--- config.mk ---
export PLATFORM = sky130hd
export DESIGN_NAME = pfh_host
export DESIGN_NICKNAME = d
export VERILOG_FILES = /design/src/pfh_pkg.sv /design/src/pfh_host.sv
export SDC_FILE = /design/constraint.sdc
export NUM_CORES = 1
export LEC_CHECK = 0
export ABC_AREA = 0
export BUFFER_PORTS_ARGS = -buffer_cell sky130_fd_sc_hd__buf_2
export CAP_MARGIN = 20
export CELL_PAD_IN_SITES_DETAIL_PLACEMENT = 0
export CELL_PAD_IN_SITES_GLOBAL_PLACEMENT = 1
export CORE_MARGIN = 5
export CORE_UTILIZATION = 48
export CTS_BUF_LIST = sky130_fd_sc_hd__clkbuf_8
export CTS_CLUSTER_DIAMETER = 120
export DETAILED_ROUTE_END_ITERATION = 6
export GPL_ROUTABILITY_DRIVEN = 0
export GPL_TIMING_DRIVEN = 0
export PLACE_DENSITY_LB_ADDON = 0.1
export SYNTH_ARGS = -nofsm -noshare
export SYNTH_HDL_FRONTEND = slang
export SYNTH_SLANG_ARGS = --single-unit
--- constraint.sdc ---
create_clock -name pclk -period 5.91 [get_ports pclk]
set_clock_uncertainty 0.05 [all_clocks]
set_input_delay 1.182 -clock pclk [delete_from_list [all_inputs] [get_ports pclk]]
set_output_delay 1.182 -clock pclk [all_outputs]
set_load 0.01 [all_outputs]
--- src/pfh_pkg.sv ---
/*
 Package for the parallel flash host controller: register map, fields, ops,
 states, pin bundle and cycle counts.
 Assumes a 40 MHz pclk.
*/
`default_nettype none
package pfh_pkg;
    localparam int          CLK_MHZ     = 40;
    localparam int          T_ACC_NS    = 70;
    localparam int          T_WP_NS     = 35;
    localparam int          SYNC_CYC    = 2;
    // Least times round up
    localparam int          ACC_CYC     = (T_ACC_NS * CLK_MHZ + 999) / 1000;
    localparam int          WP_CYC      = (T_WP_NS * CLK_MHZ + 999) / 1000;
    localparam logic [3:0]  RD_WAIT     = 4'(ACC_CYC + SYNC_CYC);
    localparam logic [3:0]  WP_WAIT     = 4'(WP_CYC);
    localparam int          AW          = 19;
    localparam logic [7:0]  OFS_CMD     = 8'h00;
    localparam logic [7:0]  OFS_ADDR    = 8'h04;
    localparam logic [7:0]  OFS_WDATA   = 8'h08;
    localparam logic [7:0]  OFS_STATUS  = 8'h0C;
    localparam logic [7:0]  OFS_CFG     = 8'h10;
    localparam int          ST_BUSY     = 0;
    localparam int          ST_DONE     = 1;
    localparam int          ST_TLIM     = 2;
    localparam int          ST_RD_LSB   = 8;
    localparam int          CFG_HV      = 0;
    localparam int          TOGGLE_BIT  = 6;
    localparam int          TLIM_BIT    = 5;
    localparam logic [AW-1:0] UNLOCK_A1 = 19'h00555;
    localparam logic [AW-1:0] UNLOCK_A2 = 19'h002AA;
    localparam logic [7:0]  UNLOCK_D1   = 8'hAA;
    localparam logic [7:0]  UNLOCK_D2   = 8'h55;
    localparam logic [7:0]  CMD_PROG    = 8'hA0;
    localparam logic [7:0]  CMD_ID      = 8'h90;
    localparam logic [7:0]  CMD_RESET   = 8'hF0;
    localparam logic [1:0]  STEP_CMD    = 2'd2;
    localparam logic [1:0]  STEP_USER   = 2'd3;

    typedef enum logic [2:0] {
        OP_READ  = 3'h0,
        OP_WRITE = 3'h1,
        OP_RESET = 3'h2,
        OP_ID    = 3'h3,
        OP_PROG  = 3'h4
    } pfh_op_t;

    typedef enum logic [2:0] {
        S_IDLE   = 3'b000,
        S_SETUP  = 3'b001,
        S_STROBE = 3'b011,
        S_HOLD   = 3'b010,
        S_READ   = 3'b110,
        S_CHECK  = 3'b111
    } pfh_state_t;

    typedef struct packed {
        logic [AW-1:0] addr;
        logic [7:0]    dq_out;
        logic          dq_oe;
        logic          chip_sel_n;
        logic          out_drive_n;
        logic          write_strobe_n;
        logic          id_hv_en;
    } pfh_pins_t;
endpackage : pfh_pkg
`default_nettype wire
--- src/pfh_host.sv ---
/*
 Host controller for an asynchronous byte-wide parallel flash, with APB
 registers for software.
 Assumes the flash pins are wired straight to pins and dq_in is asynchronous.
*/
// Local design decisions: the address map and the APB slave port.
// Notes on behaviour
// RULE_01 - Device floats data pins while chip-select is high.
// RULE_02 - Device reads array after power-up without any command.
// RULE_03 - Device returns to array reads after program or erase.
// RULE_04 - Erase-suspended sectors read status; others read array data.
// RULE_05 - Program during suspend returns to suspended read behaviour.
// RULE_06 - Host writes reset command when time-limit flag seen, or leaving id mode.
// RULE_07 - Device floats outputs when chip-select or output-drive is high.
// RULE_08 - In id mode device drives maker, device or protection bytes.
// RULE_09 - Pin id mode: host holds high voltage on id line, sets selector bits.
// RULE_10 - Id mode can be entered by command sequence without high voltage.
// RULE_11 - Write cycle: address and data valid, chip-select and strobe low, output-drive high.
// RULE_12 - Address latched on later falling edge, data on earlier rising edge.
// RULE_13 - Device times its own program and erase pulses.
// RULE_14 - Completion shown by polled and toggling status bits; host reads them.
// RULE_15 - Device refuses program or erase in protected sectors.
// RULE_16 - Device sleeps on stable address, keeps last data latched.
// RULE_17 - Device needs unlock cycles before any program or erase.
// RULE_18 - Device rejects writes while supply lockout is active.
// RULE_19 - Control pulses under about 5 ns never start a write.
// RULE_20 - Writes inhibited by control levels; all three low is neither a read nor a write.
// RULE_21 - Device locks out writes during power-up.
// RULE_22 - Device drives data only with chip-select and output-drive low, strobe high.
`timescale 1ns/1ps
`default_nettype none
module pfh_host
    import pfh_pkg::*;
(
    input  wire logic        pclk,
    input  wire logic        presetn,
    input  wire logic        clk_en,
    input  wire logic        psel,
    input  wire logic        penable,
    input  wire logic        pwrite,
    input  wire logic [7:0]  paddr,
    input  wire logic [31:0] pwdata,
    output logic      [31:0] prdata,
    output logic             pready,
    output logic             pslverr,
    input  wire logic [7:0]  dq_in,
    output var pfh_pins_t    pins
);
    pfh_state_t     state_reg, state_next;
    pfh_op_t        op_reg;
    logic [1:0]     step_reg;
    logic [3:0]     cnt_reg;
    logic [AW-1:0]  addr_reg;
    logic [7:0]     wdata_reg;
    logic [7:0]     rdata_reg;
    logic [7:0]     prev_reg;
    logic           first_reg;
    logic           done_reg;
    logic           tlim_reg;
    logic           hv_reg;
    logic [7:0]     sync1_reg, sync2_reg;
    logic [31:0]    prdata_reg;
    logic           slverr_reg;
    logic [AW-1:0]  addr_drive_reg;
    logic [7:0]     dq_out_reg;
    logic           dq_oe_reg, cs_n_reg, oe_n_reg, we_n_reg;
    logic           prev_valid;

    // APB decode
    wire apb_setup  = psel && !penable;
    wire apb_wr     = psel && penable && pwrite;
    wire hit_cmd    = paddr == OFS_CMD;
    wire hit_addr   = paddr == OFS_ADDR;
    wire hit_wdata  = paddr == OFS_WDATA;
    wire hit_status = paddr == OFS_STATUS;
    wire hit_cfg    = paddr == OFS_CFG;
    wire hit_any    = hit_cmd || hit_addr || hit_wdata || hit_status || hit_cfg;
    wire busy       = state_reg != S_IDLE;
    // Commands while busy are dropped rather than queued
    wire start      = apb_wr && hit_cmd && !busy;
    wire pfh_op_t new_op = pfh_op_t'(pwdata[2:0]);

    wire [31:0] status_word = {16'h0000, rdata_reg, 5'h00, tlim_reg, done_reg, busy};
    wire [31:0] rd_mux = hit_cmd    ? {29'h0, op_reg} :
                         hit_addr   ? {13'h0, addr_reg} :
                         hit_wdata  ? {24'h0, wdata_reg} :
                         hit_status ? status_word :
                         hit_cfg    ? {31'h0, hv_reg} : 32'h0000_0000;

    // Unlock sequence, then the command byte, then the user cycle
    wire            is_rd     = op_reg == OP_READ;
    wire            polling   = op_reg == OP_PROG;
    wire [1:0]      last_step = (op_reg == OP_ID) ? STEP_CMD : STEP_USER;
    wire            cnt_done  = cnt_reg == 4'h0;
    wire            toggled   = sync2_reg[TOGGLE_BIT] != prev_reg[TOGGLE_BIT];
    wire            tlim_seen = toggled && sync2_reg[TLIM_BIT];
    // Pins load on the edge that moves op and step, so decode their next values
    wire            kick      = state_reg == S_IDLE && start;
    wire            tlim_hit  = state_reg == S_CHECK && polling && prev_valid && tlim_seen;
    wire            advance   = state_reg == S_HOLD && step_reg != last_step;
    wire            multi_op  = new_op == OP_ID || new_op == OP_PROG;
    wire pfh_op_t   op_nxt    = kick ? new_op : tlim_hit ? OP_RESET : op_reg;
    wire [1:0]      step_nxt  = kick ? (multi_op ? 2'd0 : STEP_USER) : advance ? step_reg + 2'd1 : step_reg;
    wire [AW-1:0]   cyc_addr  = (step_nxt == STEP_USER) ? addr_reg :
                                step_nxt[0] ? UNLOCK_A2 : UNLOCK_A1;
    wire [7:0]      cmd_byte  = (op_nxt == OP_ID) ? CMD_ID : CMD_PROG;
    wire [7:0]      cyc_data  = (step_nxt == STEP_USER) ? ((op_nxt == OP_RESET) ? CMD_RESET : wdata_reg) :
                                (step_nxt == STEP_CMD)  ? cmd_byte :
                                step_nxt[0] ? UNLOCK_D2 : UNLOCK_D1;

    always_comb begin
        state_next = state_reg;
        case (state_reg)
            S_IDLE:   state_next = start ? S_SETUP : S_IDLE;
            S_SETUP:  state_next = (is_rd || (polling && first_reg)) ? S_READ : S_STROBE;
            S_STROBE: state_next = cnt_done ? S_HOLD : S_STROBE;
            S_HOLD:   state_next = (step_reg != last_step) ? S_SETUP :
                                   polling ? S_SETUP : S_IDLE;
            S_READ:   state_next = cnt_done ? S_CHECK : S_READ;
            S_CHECK:  state_next = is_rd ? S_IDLE :
                                   (!polling) ? S_IDLE :
                                   (first_reg && prev_valid && !toggled) ? S_IDLE : S_SETUP;
            default:  state_next = S_IDLE;
        endcase
    end

    // Pin drive; a read never lowers the write strobe
    assign pins.addr           = addr_drive_reg;
    assign pins.dq_out         = dq_out_reg;
    assign pins.dq_oe          = dq_oe_reg;
    assign pins.chip_sel_n     = cs_n_reg;
    assign pins.out_drive_n    = oe_n_reg;
    assign pins.write_strobe_n = we_n_reg;
    assign pins.id_hv_en       = hv_reg; // RULE_09
    assign prdata              = prdata_reg;
    assign pready              = 1'b1;
    assign pslverr             = slverr_reg;

    // Two-flop capture of the asynchronous data bus
    always_ff @(posedge pclk or negedge presetn) begin
        if (!presetn) begin
            sync1_reg <= 8'h00;
            sync2_reg <= 8'h00;
        end else if (clk_en) begin
            sync1_reg <= dq_in;
            sync2_reg <= sync1_reg;
        end
    end

    always_ff @(posedge pclk or negedge presetn) begin
        if (!presetn) begin
            prdata_reg <= 32'h0000_0000;
            slverr_reg <= 1'b0;
            addr_reg   <= '0;
            wdata_reg  <= 8'h00;
            hv_reg     <= 1'b0;
        end else if (clk_en) begin
            if (apb_setup) begin
                prdata_reg <= pwrite ? 32'h0000_0000 : rd_mux;
                slverr_reg <= !hit_any;
            end
            if (apb_wr && hit_addr && !busy) addr_reg <= pwdata[AW-1:0];
            if (apb_wr && hit_wdata && !busy) wdata_reg <= pwdata[7:0];
            if (apb_wr && hit_cfg) hv_reg <= pwdata[CFG_HV];
        end
    end

    always_ff @(posedge pclk or negedge presetn) begin
        if (!presetn) begin
            state_reg <= S_IDLE;
            op_reg    <= OP_READ;
            step_reg  <= 2'd0;
            cnt_reg   <= 4'h0;
            first_reg <= 1'b0;
            prev_reg  <= 8'h00;
            rdata_reg <= 8'h00;
            done_reg  <= 1'b0;
            tlim_reg  <= 1'b0;
        end else if (clk_en) begin
            state_reg <= state_next;
            cnt_reg   <= cnt_done ? 4'h0 : cnt_reg - 4'h1;
            case (state_reg)
                S_IDLE: if (start) begin
                    op_reg    <= new_op;
                    done_reg  <= 1'b0;
                    tlim_reg  <= 1'b0;
                    first_reg <= 1'b0;
                    step_reg  <= (new_op == OP_ID || new_op == OP_PROG) ? 2'd0 : STEP_USER; // RULE_10
                end
                S_SETUP:  cnt_reg <= (is_rd || (polling && first_reg)) ? RD_WAIT : WP_WAIT;
                S_HOLD: begin
                    if (step_reg != last_step) step_reg <= step_reg + 2'd1;
                    else if (polling) first_reg <= 1'b1; // RULE_14
                    else done_reg <= 1'b1;
                end
                S_CHECK: begin
                    rdata_reg <= sync2_reg;
                    prev_reg  <= sync2_reg;
                    if (is_rd || (first_reg && prev_valid && !toggled)) done_reg <= 1'b1; // RULE_14
                    if (polling && prev_valid && tlim_seen) begin
                        tlim_reg <= 1'b1;
                        op_reg   <= OP_RESET; // RULE_06
                    end
                end
                default: ;
            endcase
        end
    end

    // First poll read only primes the toggle comparison
    always_ff @(posedge pclk or negedge presetn) begin
        if (!presetn) prev_valid <= 1'b0;
        else if (clk_en) begin
            if (state_reg == S_IDLE) prev_valid <= 1'b0;
            else if (state_reg == S_CHECK) prev_valid <= 1'b1;
        end
    end

    // Registered pins; address and data stand from setup through hold
    always_ff @(posedge pclk or negedge presetn) begin
        if (!presetn) begin
            addr_drive_reg <= '0;
            dq_out_reg     <= 8'h00;
            dq_oe_reg      <= 1'b0;
            cs_n_reg       <= 1'b1;
            oe_n_reg       <= 1'b1;
            we_n_reg       <= 1'b1;
        end else if (clk_en) begin
            cs_n_reg <= !(state_next inside {S_SETUP, S_STROBE, S_HOLD, S_READ}); // RULE_11
            oe_n_reg <= state_next != S_READ; // RULE_20
            we_n_reg <= state_next != S_STROBE; // RULE_19
            // Data bus released before output-drive falls, so no contention
            dq_oe_reg <= state_next inside {S_STROBE, S_HOLD}; // RULE_22
            if (state_next == S_SETUP) begin
                addr_drive_reg <= (polling && first_reg) ? addr_reg : cyc_addr; // RULE_12
                dq_out_reg     <= cyc_data; // RULE_12
            end
        end
    end

    // Polling read after the user step keeps the user address
    wire pfh_op_t op_chk = op_reg;

    a_no_all_low: assert property (@(posedge pclk) disable iff (!presetn) // RULE_20
        !(!pins.chip_sel_n && !pins.out_drive_n && !pins.write_strobe_n))
        else $error("all three controls low");
    a_write_levels: assert property (@(posedge pclk) disable iff (!presetn) // RULE_11
        !pins.write_strobe_n |-> !pins.chip_sel_n && pins.out_drive_n && pins.dq_oe)
        else $error("bad write levels");
    a_strobe_width: assert property (@(posedge pclk) disable iff (!presetn || !clk_en) // RULE_19
        $fell(pins.write_strobe_n) |-> !pins.write_strobe_n [*2])
        else $error("strobe too short");
    a_no_drive_read: assert property (@(posedge pclk) disable iff (!presetn) // RULE_22
        !pins.out_drive_n |-> !pins.dq_oe)
        else $error("driving during read");
    a_strobe_stable: assert property (@(posedge pclk) disable iff (!presetn) // RULE_12
        !pins.write_strobe_n && !$fell(pins.write_strobe_n) |-> $stable(pins.addr) && $stable(pins.dq_out))
        else $error("addr or data moved in strobe");
    a_tlim_reset: assert property (@(posedge pclk) disable iff (!presetn || !clk_en) // RULE_06
        state_reg == S_CHECK && polling && prev_valid && tlim_seen |=> op_reg == OP_RESET && tlim_reg)
        else $error("no reset after time limit");
    a_id_sequence: assert property (@(posedge pclk) disable iff (!presetn || !clk_en) // RULE_10
        state_reg == S_HOLD && op_chk == OP_ID && step_reg == STEP_CMD |=> state_reg == S_IDLE && done_reg)
        else $error("id entry did not finish");
    a_poll_done: assert property (@(posedge pclk) disable iff (!presetn || !clk_en) // RULE_14
        $rose(done_reg) && op_chk == OP_PROG |-> $past(state_reg) == S_CHECK && !$past(toggled))
        else $error("done without stable toggle");

    // Pin sequencing; setup and hold are whole pclk cycles, never edge-aligned
    a_idle_quiet: assert property (@(posedge pclk) disable iff (!presetn) // RULE_20
        state_reg == S_IDLE |-> pins.chip_sel_n)
        else $error("chip select low while idle");
    a_standby_float: assert property (@(posedge pclk) disable iff (!presetn) // RULE_11
        pins.chip_sel_n |-> !pins.dq_oe && pins.write_strobe_n && pins.out_drive_n)
        else $error("pins active without chip select");
    a_read_strobe: assert property (@(posedge pclk) disable iff (!presetn) // RULE_22
        !pins.out_drive_n |-> pins.write_strobe_n && !pins.chip_sel_n)
        else $error("bad read levels");
    a_oe_after_cs: assert property (@(posedge pclk) disable iff (!presetn || !clk_en) // RULE_22
        $fell(pins.out_drive_n) |-> !$past(pins.chip_sel_n))
        else $error("output drive before chip select");
    a_addr_setup: assert property (@(posedge pclk) disable iff (!presetn || !clk_en) // RULE_11
        $fell(pins.write_strobe_n) |-> $stable(pins.addr) && $stable(pins.dq_out) && !$past(pins.chip_sel_n))
        else $error("no setup before strobe");
    a_data_hold: assert property (@(posedge pclk) disable iff (!presetn || !clk_en) // RULE_12
        $rose(pins.write_strobe_n) |-> !pins.chip_sel_n && pins.dq_oe && $stable(pins.dq_out))
        else $error("data dropped at strobe rise");
    a_unlock_first: assert property (@(posedge pclk) disable iff (!presetn) // RULE_10
        state_reg == S_STROBE && step_reg == 2'd0 |-> pins.addr == UNLOCK_A1 && pins.dq_out == UNLOCK_D1)
        else $error("bad first unlock cycle");
    a_unlock_second: assert property (@(posedge pclk) disable iff (!presetn) // RULE_10
        state_reg == S_STROBE && step_reg == 2'd1 |-> pins.addr == UNLOCK_A2 && pins.dq_out == UNLOCK_D2)
        else $error("bad second unlock cycle");
    a_reset_byte: assert property (@(posedge pclk) disable iff (!presetn) // RULE_06
        state_reg == S_STROBE && op_chk == OP_RESET |-> pins.dq_out == CMD_RESET && pins.addr == addr_reg)
        else $error("bad reset command cycle");
    a_read_addr: assert property (@(posedge pclk) disable iff (!presetn) // RULE_14
        state_reg == S_READ |-> pins.addr == addr_reg)
        else $error("read not at user address");
    a_poll_prime: assert property (@(posedge pclk) disable iff (!presetn || !clk_en) // RULE_14
        state_reg == S_CHECK && polling && !prev_valid |=> state_reg == S_SETUP)
        else $error("first poll ended the operation");
    a_start_clears: assert property (@(posedge pclk) disable iff (!presetn || !clk_en) // RULE_14
        start |=> !done_reg && !tlim_reg)
        else $error("flags not cleared at start");
endmodule : pfh_host
`default_nettype wire

==> metrics.csv <==
stage;metric;value;unit
status;run_status;completed;
clocking;post_cts.resized_instances;0;
timing;final.setup.worst_slack;2.91;ns
grt;antenna_found_initial;0;
synth;post_synth_main_area_contributors;sky130_fd_sc_hd__dfrtp_1 (50%), sky130_fd_sc_hd__mux2_1 (5.5%), sky130_fd_sc_hd__mux2_2 (5.3%);
floorplanning;ioPinCount;120;
clocking;clockRootBuffer;sky130_fd_sc_hd__clkbuf_8;
clocking;cts_num_sinks;119;
floorplanning;floorplan.core_area;11900;um2
clocking;clkSlewWorstSetupHoldPaths;0.07;ns
clocking;cts_hold_fix_bufs;0;
routing;route.detailed.drc;0;
grt;via_count_of_the_first_global_routing_pass;4430;
synth;synthCells;515;
routing;vias_per_cell;5.43;
clocking;clk-insertion-delay-late;0.44;ns
pwr;p_leak;3.45;nW
clocking;post-cts-setup-buffers;0;
routing;dr.pass1.iters;5;
setup_path;cp.arrival;3.26;ns
timing;rsz0062_at_grt;false;
timing;worst_slew_slack_as_a_fraction_of_its_limit;0.582;
finish;layout.cells.most_common;sky130_fd_sc_hd__dfrtp_1;
finish;finalNetCount;691;
finish;final_layout_size_suffix_gt1_frac;0.342;
floorplanning;initial_utilization;0.485;
timing;timing.final.crit_share;0.507;
pwr;cellPowerDensity;388;nW/um2
setup_path;critical-path-top-delay-family;simple AND/OR/NAND/NOR gates;
pwr;peak_supply_drop;0.187;mV
finish;commonest_non_fill_non_tap_cells_in_the_layout;sky130_fd_sc_hd__dfrtp_1 (116), sky130_fd_sc_hd__buf_2 (97), sky130_fd_sc_hd__nand2_1 (54);
setup_path;critical_path_buf_inv_count;1;
timing;hold_violations;0;
timing;actual_slew_at_the_worst_max_slew_pin;0.627;ns
timing;fin_tns_setup;0;ns
clocking;cts-root-to-sink-buffers;2;
clocking;cts_tree;done;
floorplanning;rows;40;
timing;peak_clock_frequency_supported_by_timing;0.333;GHz
timing;timing.final.max_slew_violations;0;
grt;grt.total_usage;0.204;
grt;first_pass_grt_wire_length;22800;um
setup_path;crit_type;input pin to flip-flop;
floorplanning;die_h;120;um
setup_path;required;6.17;ns
setup_path;critical_path.endpoint_type;flip-flop;
floorplanning;width_of_the_die;120;um
clocking;cts_htree_levels;4;
finish;flow.area_growth_from_synthesis;19.8;%
floorplanning;fp.dieArea;14300;um2
placement;pre_cts_ws;2.43;ns
setup_path;startpoint_type_of_the_worst_setup_path;input pin;
synth;post_synth.cell_area_avg;11.2;um2
synth;async_set_reset_flop_share_out_of_synthesis;1.00;
routing;via_count;4329;
synth;ys_types;80;
finish;antennaDiodeCount;0;
grt;grt_start_max_net_pins;72;
job;cap_violations;0;
placement;detailed_place.area;6470;um2
worst_hold_path;worst_hold_path_type;flip-flop to flip-flop;
synth;post-synth-top-area-fraction;0.504;
setup_path;slowest_stage;sky130_fd_sc_hd__nor4_2;
timing;setup_viol;0;
setup_path;critPathMaxStageDelay;0.55;ns
routing;route.antenna.remaining_nets;0;
setup_path;crit_chain;buf_2, nor4_2, nand4_2, o221a_2, a21oi_1, nand2b_1, o21ai_1;
routing;drt-total-wl;13800;um
timing;min_period;3.00;ns
synth;synth-edff-count;0;
placement;portBuffers;90;
routing;detail_route.wl_per_cell;17.3;um
pwr;report.power.total;2.67;mW
clocking;cts_buffers;17;
synth;synth_top_area_cell;sky130_fd_sc_hd__dfrtp_1;
finish;fin_area;6890;um2
synth;synth-warning-count;0;
placement;dpl.hpwl;10500;um
routing;drtIter0Drc;259;
synth;yosysSeqAreaShare;0.518;
synth;yosys_register_bits;119;
synth;synth_area;5760;um2
setup_path;critical_path.max_fanout;8;
grt;globalRouteOverflowTotal;0;
synth;synth_top_flop_cell;sky130_fd_sc_hd__dfrtp_1;
[path summary, 6_finish.rpt]
path,from,endpoint,slack (ns),cells after the start
setup / recovery,paddr[7],addr_drive_reg[18],2.91,7
hold / removal,addr_drive_reg[6],addr_drive_reg[6],0.43,2
setup reg to reg,cnt_reg[0],dq_out_reg[4],3.27,6
hold reg to reg,addr_drive_reg[6],addr_drive_reg[6],0.43,2
max in group asynchronous,presetn,we_n_reg,4.46,2
min in group asynchronous,presetn,prdata[14],0.62,1
[cell families (layout without fill, tap and decap cells)]
| kind of cell | count (synthesis) | count (layout) | synth area share |
|---|---|---|---|
| muxes | 61 | 61 | 0.119 |
| other | 2 | 14 | 0.00130 |
| xor gates and xnor gates | 3 | 3 | 0.00457 |
| DFF | 119 | 119 | 0.518 |
| buffers and inverters | 58 | 181 | 0.0572 |
| AOI/OAI and AO/OA | 112 | 112 | 0.148 |
| and+or+nand+nor | 160 | 160 | 0.152 |
[worst register-to-register path, cell delays in order (launching register included)]
cell and delay, ns:
sky130_fd_sc_hd__dfrtp_1 0.44, sky130_fd_sc_hd__nor4_2 0.47, sky130_fd_sc_hd__mux2_1 0.38, sky130_fd_sc_hd__o211a_4 0.17, sky130_fd_sc_hd__nor4_4 0.51, sky130_fd_sc_hd__nor2_2 0.18
sky130_fd_sc_hd__mux2_4 0.33
[cell type report]
class / instances / area (um2)
Tap cell: 147 / 184
Buffer: 41 / 265
Timing Repair Buffer: 91 / 484
Inverter: 17 / 63.8
Fill cell: 1065 / 4970
Sequential cell: 119 / 2980
Clock buffer: 20 / 275
Multi-Input combinational cell: 350 / 2490
Clock inverter: 12 / 149
[where the power goes]
group / total [mW] / internal, mW / switching, mW / leakage, nW
Sequential: 1.07 / 0.966 / 0.108 / 1.55
Combinational: 0.828 / 0.352 / 0.476 / 1.68
Clock: 0.772 / 0.449 / 0.323 / 0.219
Total: 2.67 / 1.77 / 0.907 / 3.45
[per-layer routing]
layer	vias to the layer above	share of wire	track usage
met2	103	0.47	0.324
met5	-	0	0
li1	2090	-	-
met1	2119	0.47	0.276
met4	0	0.015	0.0694
met3	17	0.046	0.0495
[synth_stat cells, types with 3 or more instances]
library cell,n
sky130_fd_sc_hd__dfstp_2,3
sky130_fd_sc_hd__nand2b_1,12
sky130_fd_sc_hd__a31oi_1,6
sky130_fd_sc_hd__nor4_2,3
sky130_fd_sc_hd__a2bb2oi_1,5
sky130_fd_sc_hd__o31ai_1,7
sky130_fd_sc_hd__buf_2,8
sky130_fd_sc_hd__o21ai_0,10
sky130_fd_sc_hd__nand2_1,54
sky130_fd_sc_hd__and2_1,3
sky130_fd_sc_hd__mux2i_1,5
sky130_fd_sc_hd__o21ai_1,18
sky130_fd_sc_hd__dfrtp_1,116
sky130_fd_sc_hd__a222oi_1,13
sky130_fd_sc_hd__and3_1,3
sky130_fd_sc_hd__buf_1,3
sky130_fd_sc_hd__mux2_1,28
sky130_fd_sc_hd__nand3b_1,3
sky130_fd_sc_hd__a22o_1,5
sky130_fd_sc_hd__mux2_2,27
sky130_fd_sc_hd__a21oi_1,16
sky130_fd_sc_hd__buf_4,23
sky130_fd_sc_hd__nor2b_1,6
sky130_fd_sc_hd__nand3_1,7
sky130_fd_sc_hd__inv_1,16
sky130_fd_sc_hd__nor2_1,36
sky130_fd_sc_hd__nor3_1,7
sky130_fd_sc_hd__o21ai_2,7
sky130_fd_sc_hd__clkbuf_1,5
[stage by stage]
step | hold WS, ns | utilization | cells
5_1_grt | 0.454 | 0.581 | 797
3_3_place_gp | 0.406 | 0.543 | 764
6_report | 0.428 | 0.581 | 797
2_1_floorplan | 0.400 | - | 527
4_1_cts | 0.430 | 0.581 | 797
3_5_place_dp | 0.415 | 0.545 | 765
No activity file was read; power rests on OpenSTA's default activity.
